**src/srdc_pkg.sv**
```systemverilog
// Constants, field layout and types for the sync gating and output config bank
// How it works
// - Global gate: 00 passes all, 01 passes first only, 10 blocks all.
// - Global gate also feeds the test pattern generator's sync.
// - Bits 7-6 gate sync to the serial output block; reset is pass-all.
// - Bits 5-4 gate sync to the decimation filters, same encoding.
// - Bits 3-2 gate sync to the oscillators, same encoding.
// - Bits 1-0 gate sync to the oscillator timer, same encoding.
// - Stamp field 3 puts the sync input on the sample low bit.
// - Overrange-on-low-bit beats the sync stamp when both are on.
// - Gain field 2 forces unity gain in either mode.
// - Bit 2 picks real (0) or complex (1) decimation for all filters.
// - Bit 1 picks 14/16-bit (0) or 32-bit (1) output samples.
// - Bit 0 picks two's complement (0) or offset binary (1).
// - Filters 0,2: 00 is A, 01 is B; filters 1,3 swap.
// - Source 10 feeds (A plus B) halved.
// - Source 11 feeds (A minus B) halved.
// - A 0-to-1 on an oscillator load bit loads that oscillator.
// - Mode bit 0 is phase continuous, 1 is phase coherent.
package srdc_pkg;
  localparam int ADDR_W = 16;
  localparam int DATA_W = 8;
  localparam int SMP_W = 14;
  localparam int OUT_W = 16;
  localparam int NUM_GATES = 5;
  localparam int NUM_FILT = 4;
  localparam int NUM_OSC = 4;

  localparam logic [ADDR_W-1:0] OFS_GLOBAL_GATE = 16'h0160;
  localparam logic [ADDR_W-1:0] OFS_BLOCK_GATES = 16'h0161;
  localparam logic [ADDR_W-1:0] OFS_OUT_CFG = 16'h0162;
  localparam logic [ADDR_W-1:0] OFS_SRC_SEL = 16'h0163;
  localparam logic [ADDR_W-1:0] OFS_OSC_MODE = 16'h0164;

  localparam logic [DATA_W-1:0] RST_GLOBAL_GATE = 8'h00;
  localparam logic [DATA_W-1:0] RST_BLOCK_GATES = 8'h00;
  localparam logic [DATA_W-1:0] RST_OUT_CFG = 8'h00;
  localparam logic [DATA_W-1:0] RST_SRC_SEL = 8'h00;
  localparam logic [DATA_W-1:0] RST_OSC_MODE = 8'h00;

  // Writable masks; reserved positions are dropped
  localparam logic [DATA_W-1:0] MASK_GLOBAL_GATE = 8'h03;
  localparam logic [DATA_W-1:0] MASK_BLOCK_GATES = 8'hFF;
  localparam logic [DATA_W-1:0] MASK_OUT_CFG = 8'hDF;
  localparam logic [DATA_W-1:0] MASK_SRC_SEL = 8'hFF;
  localparam logic [DATA_W-1:0] MASK_OSC_MODE = 8'hF9;

  // Field positions
  localparam int GG_LSB = 0;
  localparam int BG_SERIAL_LSB = 6;
  localparam int BG_FILTER_LSB = 4;
  localparam int BG_OSC_LSB = 2;
  localparam int BG_TIMER_LSB = 0;
  localparam int OC_STAMP_LSB = 6;
  localparam int OC_GAIN_LSB = 3;
  localparam int OC_COMPLEX_BIT = 2;
  localparam int OC_WIDTH_BIT = 1;
  localparam int OC_FORMAT_BIT = 0;
  localparam int OM_LOAD_LSB = 4;
  localparam int OM_NEG_IMAGE_BIT = 3;
  localparam int OM_MODE_BIT = 0;

  localparam logic [1:0] STAMP_ON = 2'h3;
  localparam logic [1:0] GAIN_DEFAULT = 2'h0;
  localparam logic [1:0] GAIN_FORCE_6DB = 2'h3;
  localparam logic [1:0] GAIN_FORCE_UNITY = 2'h2;

  // Gate index order
  localparam int GI_GLOBAL = 0;
  localparam int GI_SERIAL = 1;
  localparam int GI_FILTER = 2;
  localparam int GI_OSC = 3;
  localparam int GI_TIMER = 4;

  typedef enum logic [1:0] {
    GATE_PASS_ALL = 2'h0,
    GATE_PASS_FIRST = 2'h1,
    GATE_BLOCK_ALL = 2'h2,
    GATE_ISSUE = 2'h3
  } srdc_gate_e;

  typedef enum logic [1:0] {
    SRC_OWN = 2'h0,
    SRC_OTHER = 2'h1,
    SRC_SUM = 2'h2,
    SRC_DIFF = 2'h3
  } srdc_src_e;
endpackage

```
**src/srdc_top.sv**
```systemverilog
// Sync gating, sample stamping, filter source mux and output config bank
`timescale 1ns/1ps
module srdc_top (
  input wire logic sys_clk, // 250 MHz clock
  input wire logic reset, // Async reset, active high
  input wire logic reg_wr, // Register write strobe
  input wire logic reg_rd, // Register read strobe
  input wire logic [15:0] reg_addr, // Register address
  input wire logic [7:0] reg_wdata, // Write data
  output logic [7:0] reg_rdata, // Read data, one cycle after strobe
  input wire logic sysref_in, // Sync pulse input
  input wire logic [13:0] ch_a, // Channel A sample
  input wire logic [13:0] ch_b, // Channel B sample
  input wire logic [15:0] sample_in, // Output sample before formatting
  input wire logic overrange_in, // Overrange indication
  input wire logic overrange_on_low_bit, // Overrange-on-low-bit option
  output logic sync_pattern, // Sync to test pattern generator
  output logic sync_serial, // Sync to serial output block
  output logic sync_filter, // Sync to decimation filters
  output logic sync_osc, // Sync to oscillators
  output logic sync_timer, // Sync to oscillator timer
  output logic [55:0] filter_in, // Four 14-bit filter inputs, filter 0 low
  output logic [15:0] sample_out, // Formatted output sample
  output logic gain_6db, // Apply 6 dB on filter output
  output logic complex_decimation_enable, // 1 complex, 0 real
  output logic output_width_select, // 1 selects 32-bit samples
  output logic offset_binary, // 1 offset binary, 0 two's complement
  output logic [3:0] osc_load, // One-cycle load pulse per oscillator
  output logic negative_image_select, // Negative image select
  output logic osc_coherent_mode // 1 phase coherent, 0 continuous
);
  typedef struct packed {
    logic [7:0] global_gate;
    logic [7:0] block_gates;
    logic [7:0] out_cfg;
    logic [7:0] src_sel;
    logic [7:0] osc_mode;
    logic [7:0] rdata;
    logic [srdc_pkg::NUM_GATES-1:0] seen;
    logic [srdc_pkg::NUM_GATES-1:0][1:0] prev_mode;
    logic [srdc_pkg::NUM_GATES-1:0] sync;
    logic [srdc_pkg::NUM_FILT-1:0][13:0] filt;
    logic [15:0] sample;
    logic gain;
    logic [3:0] load;
  } srdc_state_s;

  srdc_state_s state_reg;
  srdc_state_s state_next;

  // Gate step: returns {pass, seen_next}
  function automatic logic [1:0] gate_step(input logic [1:0] mode, input logic [1:0] prev,
                                           input logic seen, input logic pulse);
    logic pass;
    logic seen_n;
    pass = 1'b0;
    seen_n = 1'b0;
    unique case (srdc_pkg::srdc_gate_e'(mode))
      srdc_pkg::GATE_PASS_ALL: pass = pulse;
      srdc_pkg::GATE_PASS_FIRST: begin
        pass = pulse & ~seen;
        seen_n = seen | pulse;
      end
      srdc_pkg::GATE_BLOCK_ALL: pass = 1'b0;
      srdc_pkg::GATE_ISSUE: pass = (prev != srdc_pkg::GATE_ISSUE);
    endcase
    return {pass, seen_n};
  endfunction

  // Source mux; odd filters swap the A/B meaning of codes 00 and 01
  function automatic logic [13:0] src_pick(input logic [1:0] sel, input logic swap,
                                           input logic [13:0] a, input logic [13:0] b);
    logic [14:0] sum;
    logic [14:0] dif;
    logic [13:0] res;
    sum = {a[13], a} + {b[13], b};
    dif = {a[13], a} - {b[13], b};
    res = a;
    unique case (srdc_pkg::srdc_src_e'(sel))
      srdc_pkg::SRC_OWN: res = swap ? b : a;
      srdc_pkg::SRC_OTHER: res = swap ? a : b;
      srdc_pkg::SRC_SUM: res = sum[14:1];
      srdc_pkg::SRC_DIFF: res = dif[14:1];
    endcase
    return res;
  endfunction

  logic [srdc_pkg::NUM_GATES-1:0][1:0] gate_mode;
  logic [1:0] gstep;
  logic [1:0] bstep;
  logic [1:0] gain_sel;
  logic global_pass;
  logic [15:0] smp;

  // Field views of the gate registers
  assign gate_mode[srdc_pkg::GI_GLOBAL] = state_reg.global_gate[srdc_pkg::GG_LSB +: 2];
  assign gate_mode[srdc_pkg::GI_SERIAL] = state_reg.block_gates[srdc_pkg::BG_SERIAL_LSB +: 2];
  assign gate_mode[srdc_pkg::GI_FILTER] = state_reg.block_gates[srdc_pkg::BG_FILTER_LSB +: 2];
  assign gate_mode[srdc_pkg::GI_OSC] = state_reg.block_gates[srdc_pkg::BG_OSC_LSB +: 2];
  assign gate_mode[srdc_pkg::GI_TIMER] = state_reg.block_gates[srdc_pkg::BG_TIMER_LSB +: 2];
  assign gain_sel = state_reg.out_cfg[srdc_pkg::OC_GAIN_LSB +: 2];

  // Next-state logic for the whole block
  always_comb begin
    state_next = state_reg;
    gstep = '0;
    bstep = '0;
    global_pass = 1'b0;
    smp = '0;
    state_next.load = '0;
    // Register writes; reserved bits are masked away
    if (reg_wr) begin
      unique case (reg_addr)
        srdc_pkg::OFS_GLOBAL_GATE:
          state_next.global_gate = reg_wdata & srdc_pkg::MASK_GLOBAL_GATE;
        srdc_pkg::OFS_BLOCK_GATES:
          state_next.block_gates = reg_wdata & srdc_pkg::MASK_BLOCK_GATES;
        srdc_pkg::OFS_OUT_CFG:
          state_next.out_cfg = reg_wdata & srdc_pkg::MASK_OUT_CFG;
        srdc_pkg::OFS_SRC_SEL:
          state_next.src_sel = reg_wdata & srdc_pkg::MASK_SRC_SEL;
        srdc_pkg::OFS_OSC_MODE:
          state_next.osc_mode = reg_wdata & srdc_pkg::MASK_OSC_MODE;
        default: ;
      endcase
    end
    // Reads answer next cycle; unmapped addresses read zero
    if (reg_rd) begin
      unique case (reg_addr)
        srdc_pkg::OFS_GLOBAL_GATE: state_next.rdata = state_reg.global_gate;
        srdc_pkg::OFS_BLOCK_GATES: state_next.rdata = state_reg.block_gates;
        srdc_pkg::OFS_OUT_CFG: state_next.rdata = state_reg.out_cfg;
        srdc_pkg::OFS_SRC_SEL: state_next.rdata = state_reg.src_sel;
        srdc_pkg::OFS_OSC_MODE: state_next.rdata = state_reg.osc_mode;
        default: state_next.rdata = '0;
      endcase
    end
    // Load pulses on rising edges of the stored load bits
    state_next.load = state_next.osc_mode[srdc_pkg::OM_LOAD_LSB +: srdc_pkg::NUM_OSC]
                    & ~state_reg.osc_mode[srdc_pkg::OM_LOAD_LSB +: srdc_pkg::NUM_OSC];
    // Global gate first; its result feeds every block gate and the pattern
    gstep = gate_step(gate_mode[srdc_pkg::GI_GLOBAL], state_reg.prev_mode[srdc_pkg::GI_GLOBAL],
                      state_reg.seen[srdc_pkg::GI_GLOBAL], sysref_in);
    global_pass = gstep[1];
    state_next.sync[srdc_pkg::GI_GLOBAL] = global_pass;
    state_next.seen[srdc_pkg::GI_GLOBAL] = gstep[0];
    // Block gates chained behind the global one
    for (int i = srdc_pkg::GI_SERIAL; i < srdc_pkg::NUM_GATES; i++) begin
      bstep = gate_step(gate_mode[i], state_reg.prev_mode[i], state_reg.seen[i], global_pass);
      state_next.sync[i] = bstep[1];
      state_next.seen[i] = bstep[0];
    end
    // Previous mode tracks the live field so issue fires once per entry
    state_next.prev_mode = gate_mode;
    // Filter source selection per filter
    for (int f = 0; f < srdc_pkg::NUM_FILT; f++) begin
      state_next.filt[f] = src_pick(state_reg.src_sel[2*f +: 2], f[0], ch_a, ch_b);
    end
    // Gain decision; code 1 behaves like the default
    unique case (gain_sel)
      srdc_pkg::GAIN_FORCE_6DB: state_next.gain = 1'b1;
      srdc_pkg::GAIN_FORCE_UNITY: state_next.gain = 1'b0;
      default: state_next.gain = state_reg.out_cfg[srdc_pkg::OC_COMPLEX_BIT];
    endcase
    // Low bit stamping, overrange has priority, then format
    smp = sample_in;
    if (overrange_on_low_bit) begin
      smp[0] = overrange_in;
    end else if (state_reg.out_cfg[srdc_pkg::OC_STAMP_LSB +: 2] == srdc_pkg::STAMP_ON) begin
      smp[0] = sysref_in;
    end
    if (state_reg.out_cfg[srdc_pkg::OC_FORMAT_BIT]) begin
      smp[15] = ~smp[15];
    end
    state_next.sample = smp;
  end

  // Single state register; all outputs come from it
  always_ff @(posedge sys_clk or posedge reset) begin
    if (reset) begin
      state_reg <= '0;
      state_reg.global_gate <= srdc_pkg::RST_GLOBAL_GATE;
      state_reg.block_gates <= srdc_pkg::RST_BLOCK_GATES;
      state_reg.out_cfg <= srdc_pkg::RST_OUT_CFG;
      state_reg.src_sel <= srdc_pkg::RST_SRC_SEL;
      state_reg.osc_mode <= srdc_pkg::RST_OSC_MODE;
    end else begin
      state_reg <= state_next;
    end
  end

  // Output mapping straight from flops
  assign reg_rdata = state_reg.rdata;
  assign sync_pattern = state_reg.sync[srdc_pkg::GI_GLOBAL];
  assign sync_serial = state_reg.sync[srdc_pkg::GI_SERIAL];
  assign sync_filter = state_reg.sync[srdc_pkg::GI_FILTER];
  assign sync_osc = state_reg.sync[srdc_pkg::GI_OSC];
  assign sync_timer = state_reg.sync[srdc_pkg::GI_TIMER];
  assign filter_in = state_reg.filt;
  assign sample_out = state_reg.sample;
  assign gain_6db = state_reg.gain;
  assign complex_decimation_enable = state_reg.out_cfg[srdc_pkg::OC_COMPLEX_BIT];
  assign output_width_select = state_reg.out_cfg[srdc_pkg::OC_WIDTH_BIT];
  assign offset_binary = state_reg.out_cfg[srdc_pkg::OC_FORMAT_BIT];
  assign osc_load = state_reg.load;
  assign negative_image_select = state_reg.osc_mode[srdc_pkg::OM_NEG_IMAGE_BIT];
  assign osc_coherent_mode = state_reg.osc_mode[srdc_pkg::OM_MODE_BIT];
endmodule
```
**config.mk**
```make
export PLATFORM = sky130hd
export DESIGN_NAME = srdc_top
export DESIGN_NICKNAME = d
export VERILOG_FILES = /design/src/srdc_pkg.sv /design/src/srdc_top.sv
export SDC_FILE = /design/constraint.sdc
export NUM_CORES = 1
export LEC_CHECK = 0
export BUFFER_PORTS_ARGS = -buffer_cell sky130_fd_sc_hd__buf_2
export CORE_ASPECT_RATIO = 0.75
export CORE_MARGIN = 10
export CORE_UTILIZATION = 30
export DETAILED_ROUTE_END_ITERATION = 12
export MAX_ROUTING_LAYER = met4
export REMOVE_ABC_BUFFERS = 1
export SYNTH_ARGS = -nofsm -noshare
export SYNTH_HDL_FRONTEND = slang
export SYNTH_SLANG_ARGS = --single-unit
```
**constraint.sdc**
```tcl
create_clock -name sys_clk -period 5.6 [get_ports sys_clk]
set_input_delay 0.56 -clock sys_clk [delete_from_list [all_inputs] [get_ports sys_clk]]
set_output_delay 0.56 -clock sys_clk [all_outputs]
set_load 0.05 [all_outputs]
```
==> results of run 1 <==
[cell families after synthesis]
group,count (synthesis),synth area share
DFF,136,0.410
and+or+nand+nor,177,0.114
buffers and inverters,159,0.114
muxes,79,0.152
xor gates and xnor gates,20,0.0211
AOI/OAI and AO/OA,164,0.144
adders and majority gates,28,0.0440
[area by class of cell]
cell class	instances	area share
antenna	4	0.00106
clock buffer	19	0.0468
clock inverter	11	0.0184
inverter	32	0.0132
multi-input combinational	468	0.418
sequential	136	0.359
tap	351	0.0464
timing repair buffer	179	0.0973
[worst max-delay path, stage by stage]
cell and delay [ns]:
buf_2 0.15, inv_1 0.11, fa_1 0.52, nor2b_1 0.21
o21bai_1 0.11, a31oi_1 0.62, o211ai_1 0.42, a41o_1 0.32
a211oi_1 0.20
[per-stage QoR]
stage,hold slack [ns],util
final,0.238,0.349
after global routing,0.218,0.349
after CTS,0.217,0.349
after detailed placement,0.458,0.326
after global placement,0.452,0.326
after floorplan,0.416,-
[worst min path at each step]
stage | slack, ns | end | cells after the start
after detailed placement | 0.46 | osc_load[1] | 1
after global routing | 0.22 | sample_out[9] | 1
after global placement | 0.45 | osc_load[2] | 1
after CTS | 0.22 | sample_out[14] | 1
final | 0.24 | sample_out[14] | 1
after floorplan | 0.42 | state_reg[90] | 0
[power by group through the flow]
stage	registers [W]	clock network, W	logic (W)
CTS	0.00102	0.00123	0.000498
finish	0.00102	0.00120	0.000498
floorplan	0.00115	0	0.000236
global route	0.00102	0.00127	0.000539
global placement	0.00104	0	0.000488
detailed placement	0.00104	0	0.000495
[cell usage in the layout (no fill, tap or decap), types with 26 or more instances in the layout]
cell      instances
a211oi_1         27
dfrtp_1         136
a21oi_1          30
mux2_2           38
ha_1             26
nor2_1           43
nand2_1          45
inv_1            31
mux4_2           34
buf_2           169
[routing by layer]
layer  global-route usage  routed length (µm)  vias up
li1                     -                   -     2838
met1                0.197               11700     3022
met2                0.201               10500      191
met3               0.0341                1320       23
met4               0.0417                 337        0
met5                    -                   0        -
==> reports/results.ini, run 1 <==
[timing]
max_freq_ghz=0.346
finalSetupTns_ns=0
finalCritPeriodShare=0.517
max_slew_margin=0.366
final.min_clock_period_ns=2.89
finalHoldViolations=0
rsz0062_at_grt=false
fin_skew_ns=0.00711
drv_slew=0
setup_viol=0
worst_slack_ns=2.71
worst_pin_slew_ns=0.945

[cells_and_area]
largest_reg_flops=56
multiInputGateArea_um2=3950
register_area_um2=3400
syn_to_final_growth_pct=14.0
postLayoutCellArea_um2=9470
layoutNonFillerInstCount=1200
drive_gt1_frac=0.355
final_nets=937
fillCellCount=2711

[pwr]
power_density_nw_per_um2=288
switching_power_w=0.000800
combinationalPowerShare=0.183
ir_worst_vdd_v=0.000183
power_frac_seq=0.375
p_leak_nw=4.28
clockPowerShare=0.442
power_switching_share=0.294
power_w=0.00272
p_int_w=0.00192

[critical_path]
cp-startpoint=ch_a[1]
reg2reg_slack_ns=3.51
critPathCaptureType=register
timing.rr.end=filter_in[39]
crit_fanout=8
worst_setup_path_start_kind=primary input
setup.worst_path.class=primary input to register
r2r-start=state_reg[117]
r2r_cells=4
crit_end=filter_in[23]
critPathArrivalTime_ns=3.22
cp.required_ns=5.92

[cts]
cts_made_buffers=17
clk_path_buf_depth=2
clkSlewWorstSetupHoldPaths_ns=0.06
ctsResizeCount=0
post-cts-setup-buffer-count=0
root_buffer=clkbuf_16
insertion_delay_ns=0.43
cts_tree=yes
clock-sinks=136
cts.htree.levels=4
cts.hold.buffers_added=0

[floorplan]
die_area_um2=34800
die_h_um=164
die_x_um=212
rows=52
initial_utilization=0.306
ioPinCount=170
coreArea_um2=27100

[global_routing]
grt.overflow.total=0
antenna_found_initial=4
grt_pass1_vias=6152
grt_pass1_wl_um=37100
grt_usage=0.142
grt_max_degree=93

[synthesis]
synth_area_um2=8310
synth_flop_cell=dfrtp_1
async_flop_share=1.00
synth_edf_count=0
synthTopCellsByArea=dfrtp_1, mux4_2, buf_4, mux2_2, ha_1
synth_top_area_cell=dfrtp_1
synth_most_common_cell=dfrtp_1
synth.avg_cell_area_um2=10.9
ys_types=73
synth_common_cells=dfrtp_1, buf_4, nand2_1
yosysWarnings=0
syn_inst=763
yosysSeqAreaShare=0.410
synth_top_cell_area_share=0.410
ys_seq_elements=136

[place]
place_worst_setup_slack_ns=2.33
dp_hpwl_um=17400
gp_congestion=0.853
dp_cells=1166
place_area_um2=8840
io_buffers=169

[drt]
wl_per_cell_um=19.9
wirelength_um=23900
drtAntennaViolNets=0
vias_per_cell=5.06
drt_iter0_markers=549
via_count=6074
first_pass_iters=5
drc=0

[run_status]
status=finished clean

[run]
maxCapViolCount=0

[worst_hold_path]
hold_path.class=primary input to register
min_from=sample_in[14]

Power figures use the tool's default switching activity.
==> run 2, diff against run 1 <==
==> constraint.sdc (replaced) <==
create_clock -name sys_clk -period 2.6 [get_ports sys_clk]
set_input_delay 0.26 -clock sys_clk [delete_from_list [all_inputs] [get_ports sys_clk]]
set_output_delay 0.26 -clock sys_clk [all_outputs]
set_load 0.05 [all_outputs]
==> reports/results.ini, run 2 (synthesis results as in run 1) <==
[timing]
drv_slew=0  ; unchanged
fin_skew_ns=0.0120  ; +0.00488 ns
setup_viol=0  ; unchanged
final.min_clock_period_ns=2.33
finalCritPeriodShare=0.896
worst_slack_ns=0.270  ; -2.44 ns
whs_ns=0.0411  ; -0.197 ns
finalHoldViolations=0  ; unchanged
rsz0062_at_grt=false
max_slew_margin=0.392  ; +0.0267
max_freq_ghz=0.429
worst_pin_slew_ns=0.912  ; -0.0338 ns

[place]
place_worst_setup_slack_ns=-0.100  ; -2.43 ns
dp_hpwl_um=18700  ; +7.0%
io_buffers=169  ; unchanged
gp_congestion=0.851  ; -0.29%

[cells_and_area]
drive_gt1_frac=0.391  ; +0.0356
layout_common_cells=buf_2, dfrtp_1, buf_4
largest_reg_flops=56  ; unchanged
final_common_cell=buf_2
syn_to_final_growth_pct=21.0
final_nets=1009  ; +7.7%

[cts]
insertion_delay_ns=0.43  ; about the same
post-cts-setup-buffer-count=0  ; unchanged
cts.htree.levels=4  ; unchanged
root_buffer=clkbuf_16
clkSlewWorstSetupHoldPaths_ns=0.06  ; about the same
clk_path_buf_depth=2  ; unchanged
clock-sinks=136  ; unchanged
cts_tree=yes
cts_made_buffers=17  ; unchanged

[critical_path]
critPathArrivalTime_ns=2.69  ; -0.53 ns
r2r-start=state_reg[117]
timing.rr.end=filter_in[36]
cp.required_ns=2.96  ; -2.96 ns
worst_setup_path_start_kind=primary input
critPathCaptureType=register
r2r_cells=4  ; unchanged
setup.worst_path.class=primary input to register
crit_fanout=7  ; -1
reg2reg_slack_ns=0.58  ; -2.93 ns

[global_routing]
grt.overflow.total=0  ; unchanged
grt_pass1_wl_um=37900  ; +2.1%
grt_max_degree=63  ; -32%
grt_usage=0.145  ; +0.00310
grt_pass1_vias=6456  ; +4.9%
antenna_found_initial=4  ; unchanged

[floorplan]
coreArea_um2=27100  ; unchanged
die_h_um=164  ; unchanged
rows=52  ; unchanged
die_x_um=212  ; unchanged
initial_utilization=0.306  ; unchanged
ioPinCount=170  ; unchanged
die_area_um2=34800  ; unchanged

[run]
maxCapViolCount=0  ; unchanged

[worst_hold_path]
min_from=overrange_on_low_bit
hold_path.class=primary input to register
holdPathStages=2  ; +1
hold_end=sample_out[0]

[drt]
drtAntennaViolNets=0  ; unchanged
wirelength_um=24300  ; +1.7%
first_pass_iters=7  ; +2
drt_iter0_markers=408  ; -26%
wl_per_cell_um=19.1  ; -4.2%
via_count=6320  ; +4.1%
vias_per_cell=4.96  ; -2.0%
drc=0  ; unchanged

[pwr]
p_leak_nw=4.62  ; +7.9%
power_w=0.00587  ; +120%
power_density_nw_per_um2=584  ; +100%
ir_worst_vdd_v=0.000401  ; +120%

[run_status]
status=finished clean

## run 2: changes by cell type in the layout (fill, tap and decap cells not counted), moves of 2 or more
| cell | change |
|---|---|
| bufinv_16 | -2 |
| inv_6 | +4 |
| dlygate4sd3_1 | +16 |
| buf_4 | +55 |
## run 2: through the flow
step	cells	instance area (µm²)	util	setup TNS [ns]
2_1_floorplan	636	7480	-	-176.73
3_3_place_gp	1222	9280	0.342	-0.215
3_5_place_dp	1222	9280	0.342	-0.583
4_1_cts	1270	10000	0.370	0
5_1_grt	1274	10000	0.370	0
6_report	1274	10000	0.370	0
## run 2: how the worst max path moves through the flow
stage / from / endpoint / slack [ns] / cells past startpoint
CTS: ch_b[6] / filter_in[36] / 0.34 / 11
global route: ch_b[6] / filter_in[36] / 0.13 / 11
floorplan: reset / complex_decimation_enable / -1.30 / 1
finish: ch_b[6] / filter_in[36] / 0.27 / 11
detailed placement: ch_b[6] / filter_in[36] / -0.10 / 11
global placement: ch_b[1] / filter_in[36] / -0.1 / 11
## run 2: report_power, final
group	switching, W	internal, W
Sequential	0.0000222	0.00218
Combinational	0.000747	0.000435
Clock	0.00102	0.00146
Total	0.00179	0.00408
## run 2: repair_timing
action | in CTS | in global routing
gates resized for setup | 0 | 0
endpoints found under the setup margin | 0 | 0
hold endpoints to repair | 59 | 0
hold buffers | 16 | 0
## run 2: layer usage
metal,vias up,routed length (µm),global-route usage
li1,2987,-,-
met1,3126,11500,0.195
met2,185,10900,0.209
met3,22,1570,0.0413
met4,0,316,0.0401
met5,-,0,-
## run 2: layout make-up
type / instances / area, µm²
antenna: 4 / 10.0
clock buffer: 18 / 439
clock inverter: 14 / 164
fill: 2683 / 17100
inverter: 32 / 125
multi-input combinational: 468 / 3950
sequential: 136 / 3400
tap: 351 / 439
timing repair buffer: 251 / 1510
## run 2: critical path: stages
cell      delay [ns]
buf_2           0.12
inv_1           0.07
ha_1            0.38
nor4_2          0.33
o31ai_2         0.14
a211oi_2        0.39
nor2_1          0.11
xnor2_1         0.14
buf_4           0.15
a221oi_1        0.41
buf_4           0.18
==> run 3, diff against run 2 <==
--- a/config.mk
+++ b/config.mk
@@ -5,12 +5,13 @@
 export SDC_FILE = /design/constraint.sdc
 export NUM_CORES = 1
 export LEC_CHECK = 0
-export BUFFER_PORTS_ARGS = -buffer_cell sky130_fd_sc_hd__buf_2
+export BUFFER_PORTS_ARGS = -buffer_cell sky130_fd_sc_hd__buf_4
 export CORE_ASPECT_RATIO = 0.75
 export CORE_MARGIN = 10
 export CORE_UTILIZATION = 30
 export DETAILED_ROUTE_END_ITERATION = 12
 export MAX_ROUTING_LAYER = met4
+export RECOVER_POWER = 50
 export REMOVE_ABC_BUFFERS = 1
 export SYNTH_ARGS = -nofsm -noshare
 export SYNTH_HDL_FRONTEND = slang
==> reports/results.ini, run 3 (synthesis results as in run 1) <==
[run_status]
status=finished clean

[global_routing]
grt_pass1_wl_um=38600  ; +1.8%
grt_usage=0.148  ; +0.00258
grt.overflow.total=0  ; unchanged
grt_max_degree=52  ; -17%
antenna_found_initial=1  ; -3
grt_pass1_vias=6513  ; +0.88%

[drt]
first_pass_iters=8  ; +1
drt_iter0_markers=486  ; +19%
wirelength_um=24600  ; +1.5%
via_count=6323  ; +0.047%
drc=0  ; unchanged
wl_per_cell_um=19.3  ; +1.5%
vias_per_cell=4.96  ; about the same
drtAntennaViolNets=0  ; unchanged

[timing]
worst_slack_ns=0.204  ; -0.0659 ns
rsz0062_at_grt=false
finalSetupTns_ns=0  ; unchanged
final.min_clock_period_ns=2.40  ; +0.0659 ns
worst_pin_slew_ns=1.09  ; +0.180 ns
setup_viol=0  ; unchanged
finalCritPeriodShare=0.921  ; +0.0253
finalHoldViolations=0  ; unchanged
max_freq_ghz=0.417  ; -2.7%
drv_slew=0  ; unchanged
fin_skew_ns=0.00714  ; -0.00485 ns
whs_ns=0.0325  ; -0.00858 ns
max_slew_margin=0.271  ; -0.122

[floorplan]
die_area_um2=34800  ; unchanged
initial_utilization=0.306  ; unchanged
die_x_um=212  ; unchanged
rows=52  ; unchanged
coreArea_um2=27100  ; unchanged
ioPinCount=170  ; unchanged
die_h_um=164  ; unchanged

[cts]
root_buffer=clkbuf_16
post-cts-setup-buffer-count=0  ; unchanged
clk_path_buf_depth=2  ; unchanged
ctsResizeCount=0  ; unchanged
clkSlewWorstSetupHoldPaths_ns=0.06  ; about the same
clock-sinks=136  ; unchanged
insertion_delay_ns=0.43  ; about the same
cts.hold.buffers_added=16  ; unchanged
cts_tree=yes
cts_made_buffers=17  ; unchanged
cts.htree.levels=4  ; unchanged

[critical_path]
critPathArrivalTime_ns=2.77  ; +0.08 ns
cp_common_cell=buf_4
worst_path_largest_cell_delay_ns=0.47  ; +0.06 ns
crit_chain=buf_4 -> inv_1 -> fa_1 -> nor2b_1 -> o21bai_1 -> a31oi_1 -> o211ai_1 -> buf_4 -> a41o_1 -> a211oi_1 -> buf_4
crit_path_top_delay_cell=fa_1
critPathCaptureType=register
setup.worst_path.class=primary input to register
cp.required_ns=2.97  ; about the same
worst_setup_path_start_kind=primary input
crit_fanout=7  ; unchanged
cp-startpoint=ch_a[1]
r2r-start=state_reg[113]

[pwr]
p_leak_nw=4.70  ; +1.6%
power_w=0.00588  ; +0.18%
ir_worst_vdd_v=0.000394  ; -1.7%
power_density_nw_per_um2=566  ; -3.1%

[cells_and_area]
multiInputGateArea_um2=3950  ; unchanged
largest_reg_flops=56  ; unchanged
final_nets=1012  ; +0.30%
final_common_cell=buf_4
register_area_um2=3400  ; unchanged
drive_gt1_frac=0.373  ; -0.0175
fillCellCount=2640  ; -1.6%
syn_to_final_growth_pct=25.0
layoutNonFillerInstCount=1274  ; unchanged
layout_common_cells=buf_4, dfrtp_1, nand2_1

[place]
dp_hpwl_um=19000  ; +1.7%
io_buffers=169  ; unchanged
dp_cells=1225  ; +0.25%
gp_congestion=0.849  ; -0.18%
place_worst_setup_slack_ns=-0.0977  ; +0.00277 ns

[run]
maxCapViolCount=0  ; unchanged

[worst_hold_path]
min_from=overrange_on_low_bit
hold_path.class=primary input to register

-- run 3: path summary, 6_finish.rpt --
kind,to,slack [ns],cells past startpoint
worst min register to register,osc_load[3],0.46,1
worst max register to register,filter_in[11],0.73,5
worst max-delay path,filter_in[51],0.20,11
worst min-delay path,sample_out[0],0.03,2
max in group asynchronous,state_reg[87],0.55,4
min in group asynchronous,filter_in[51],0.62,3
-- run 3: worst max-delay path: cells and delay by family --
| kind | cells | cell delay, ns |
|---|---|---|
| compound gates | 5 | 1.25 |
| fa+ha+maj | 1 | 0.47 |
| simple gates | 1 | 0.19 |
| buf+inv | 4 | 0.59 |
-- run 3: area by class of cell --
cell class / instances / share of cell area
antenna: 1 / 0.000241
inverter: 32 / 0.0119
tap: 351 / 0.0423
multi-input combinational: 468 / 0.381
timing repair buffer: 254 / 0.181
clock buffer: 18 / 0.0423
clock inverter: 14 / 0.0140
sequential: 136 / 0.328
-- run 3: power by group --
part | switching (W) | internal, W
Combinational | 0.000750 | 0.000486
Clock | 0.00100 | 0.00144
Sequential | 0.0000231 | 0.00218
-- run 3: metrics by stage --
| step | util | cell area, µm² |
|---|---|---|
| final | 0.383 | 10400 |
| after global routing | 0.383 | 10400 |
| after CTS | 0.386 | 10500 |
| after detailed placement | 0.358 | 9720 |
| after global placement | 0.358 | 9720 |
| after floorplan | - | 7480 |
-- run 3: per-layer routing --
metal	up-vias	routed length (µm)	global-route usage
met5	-	0	-
met4	0	255	0.0395
met3	15	1250	0.0291
met2	176	11200	0.216
met1	3160	12000	0.205
li1	2972	-	-
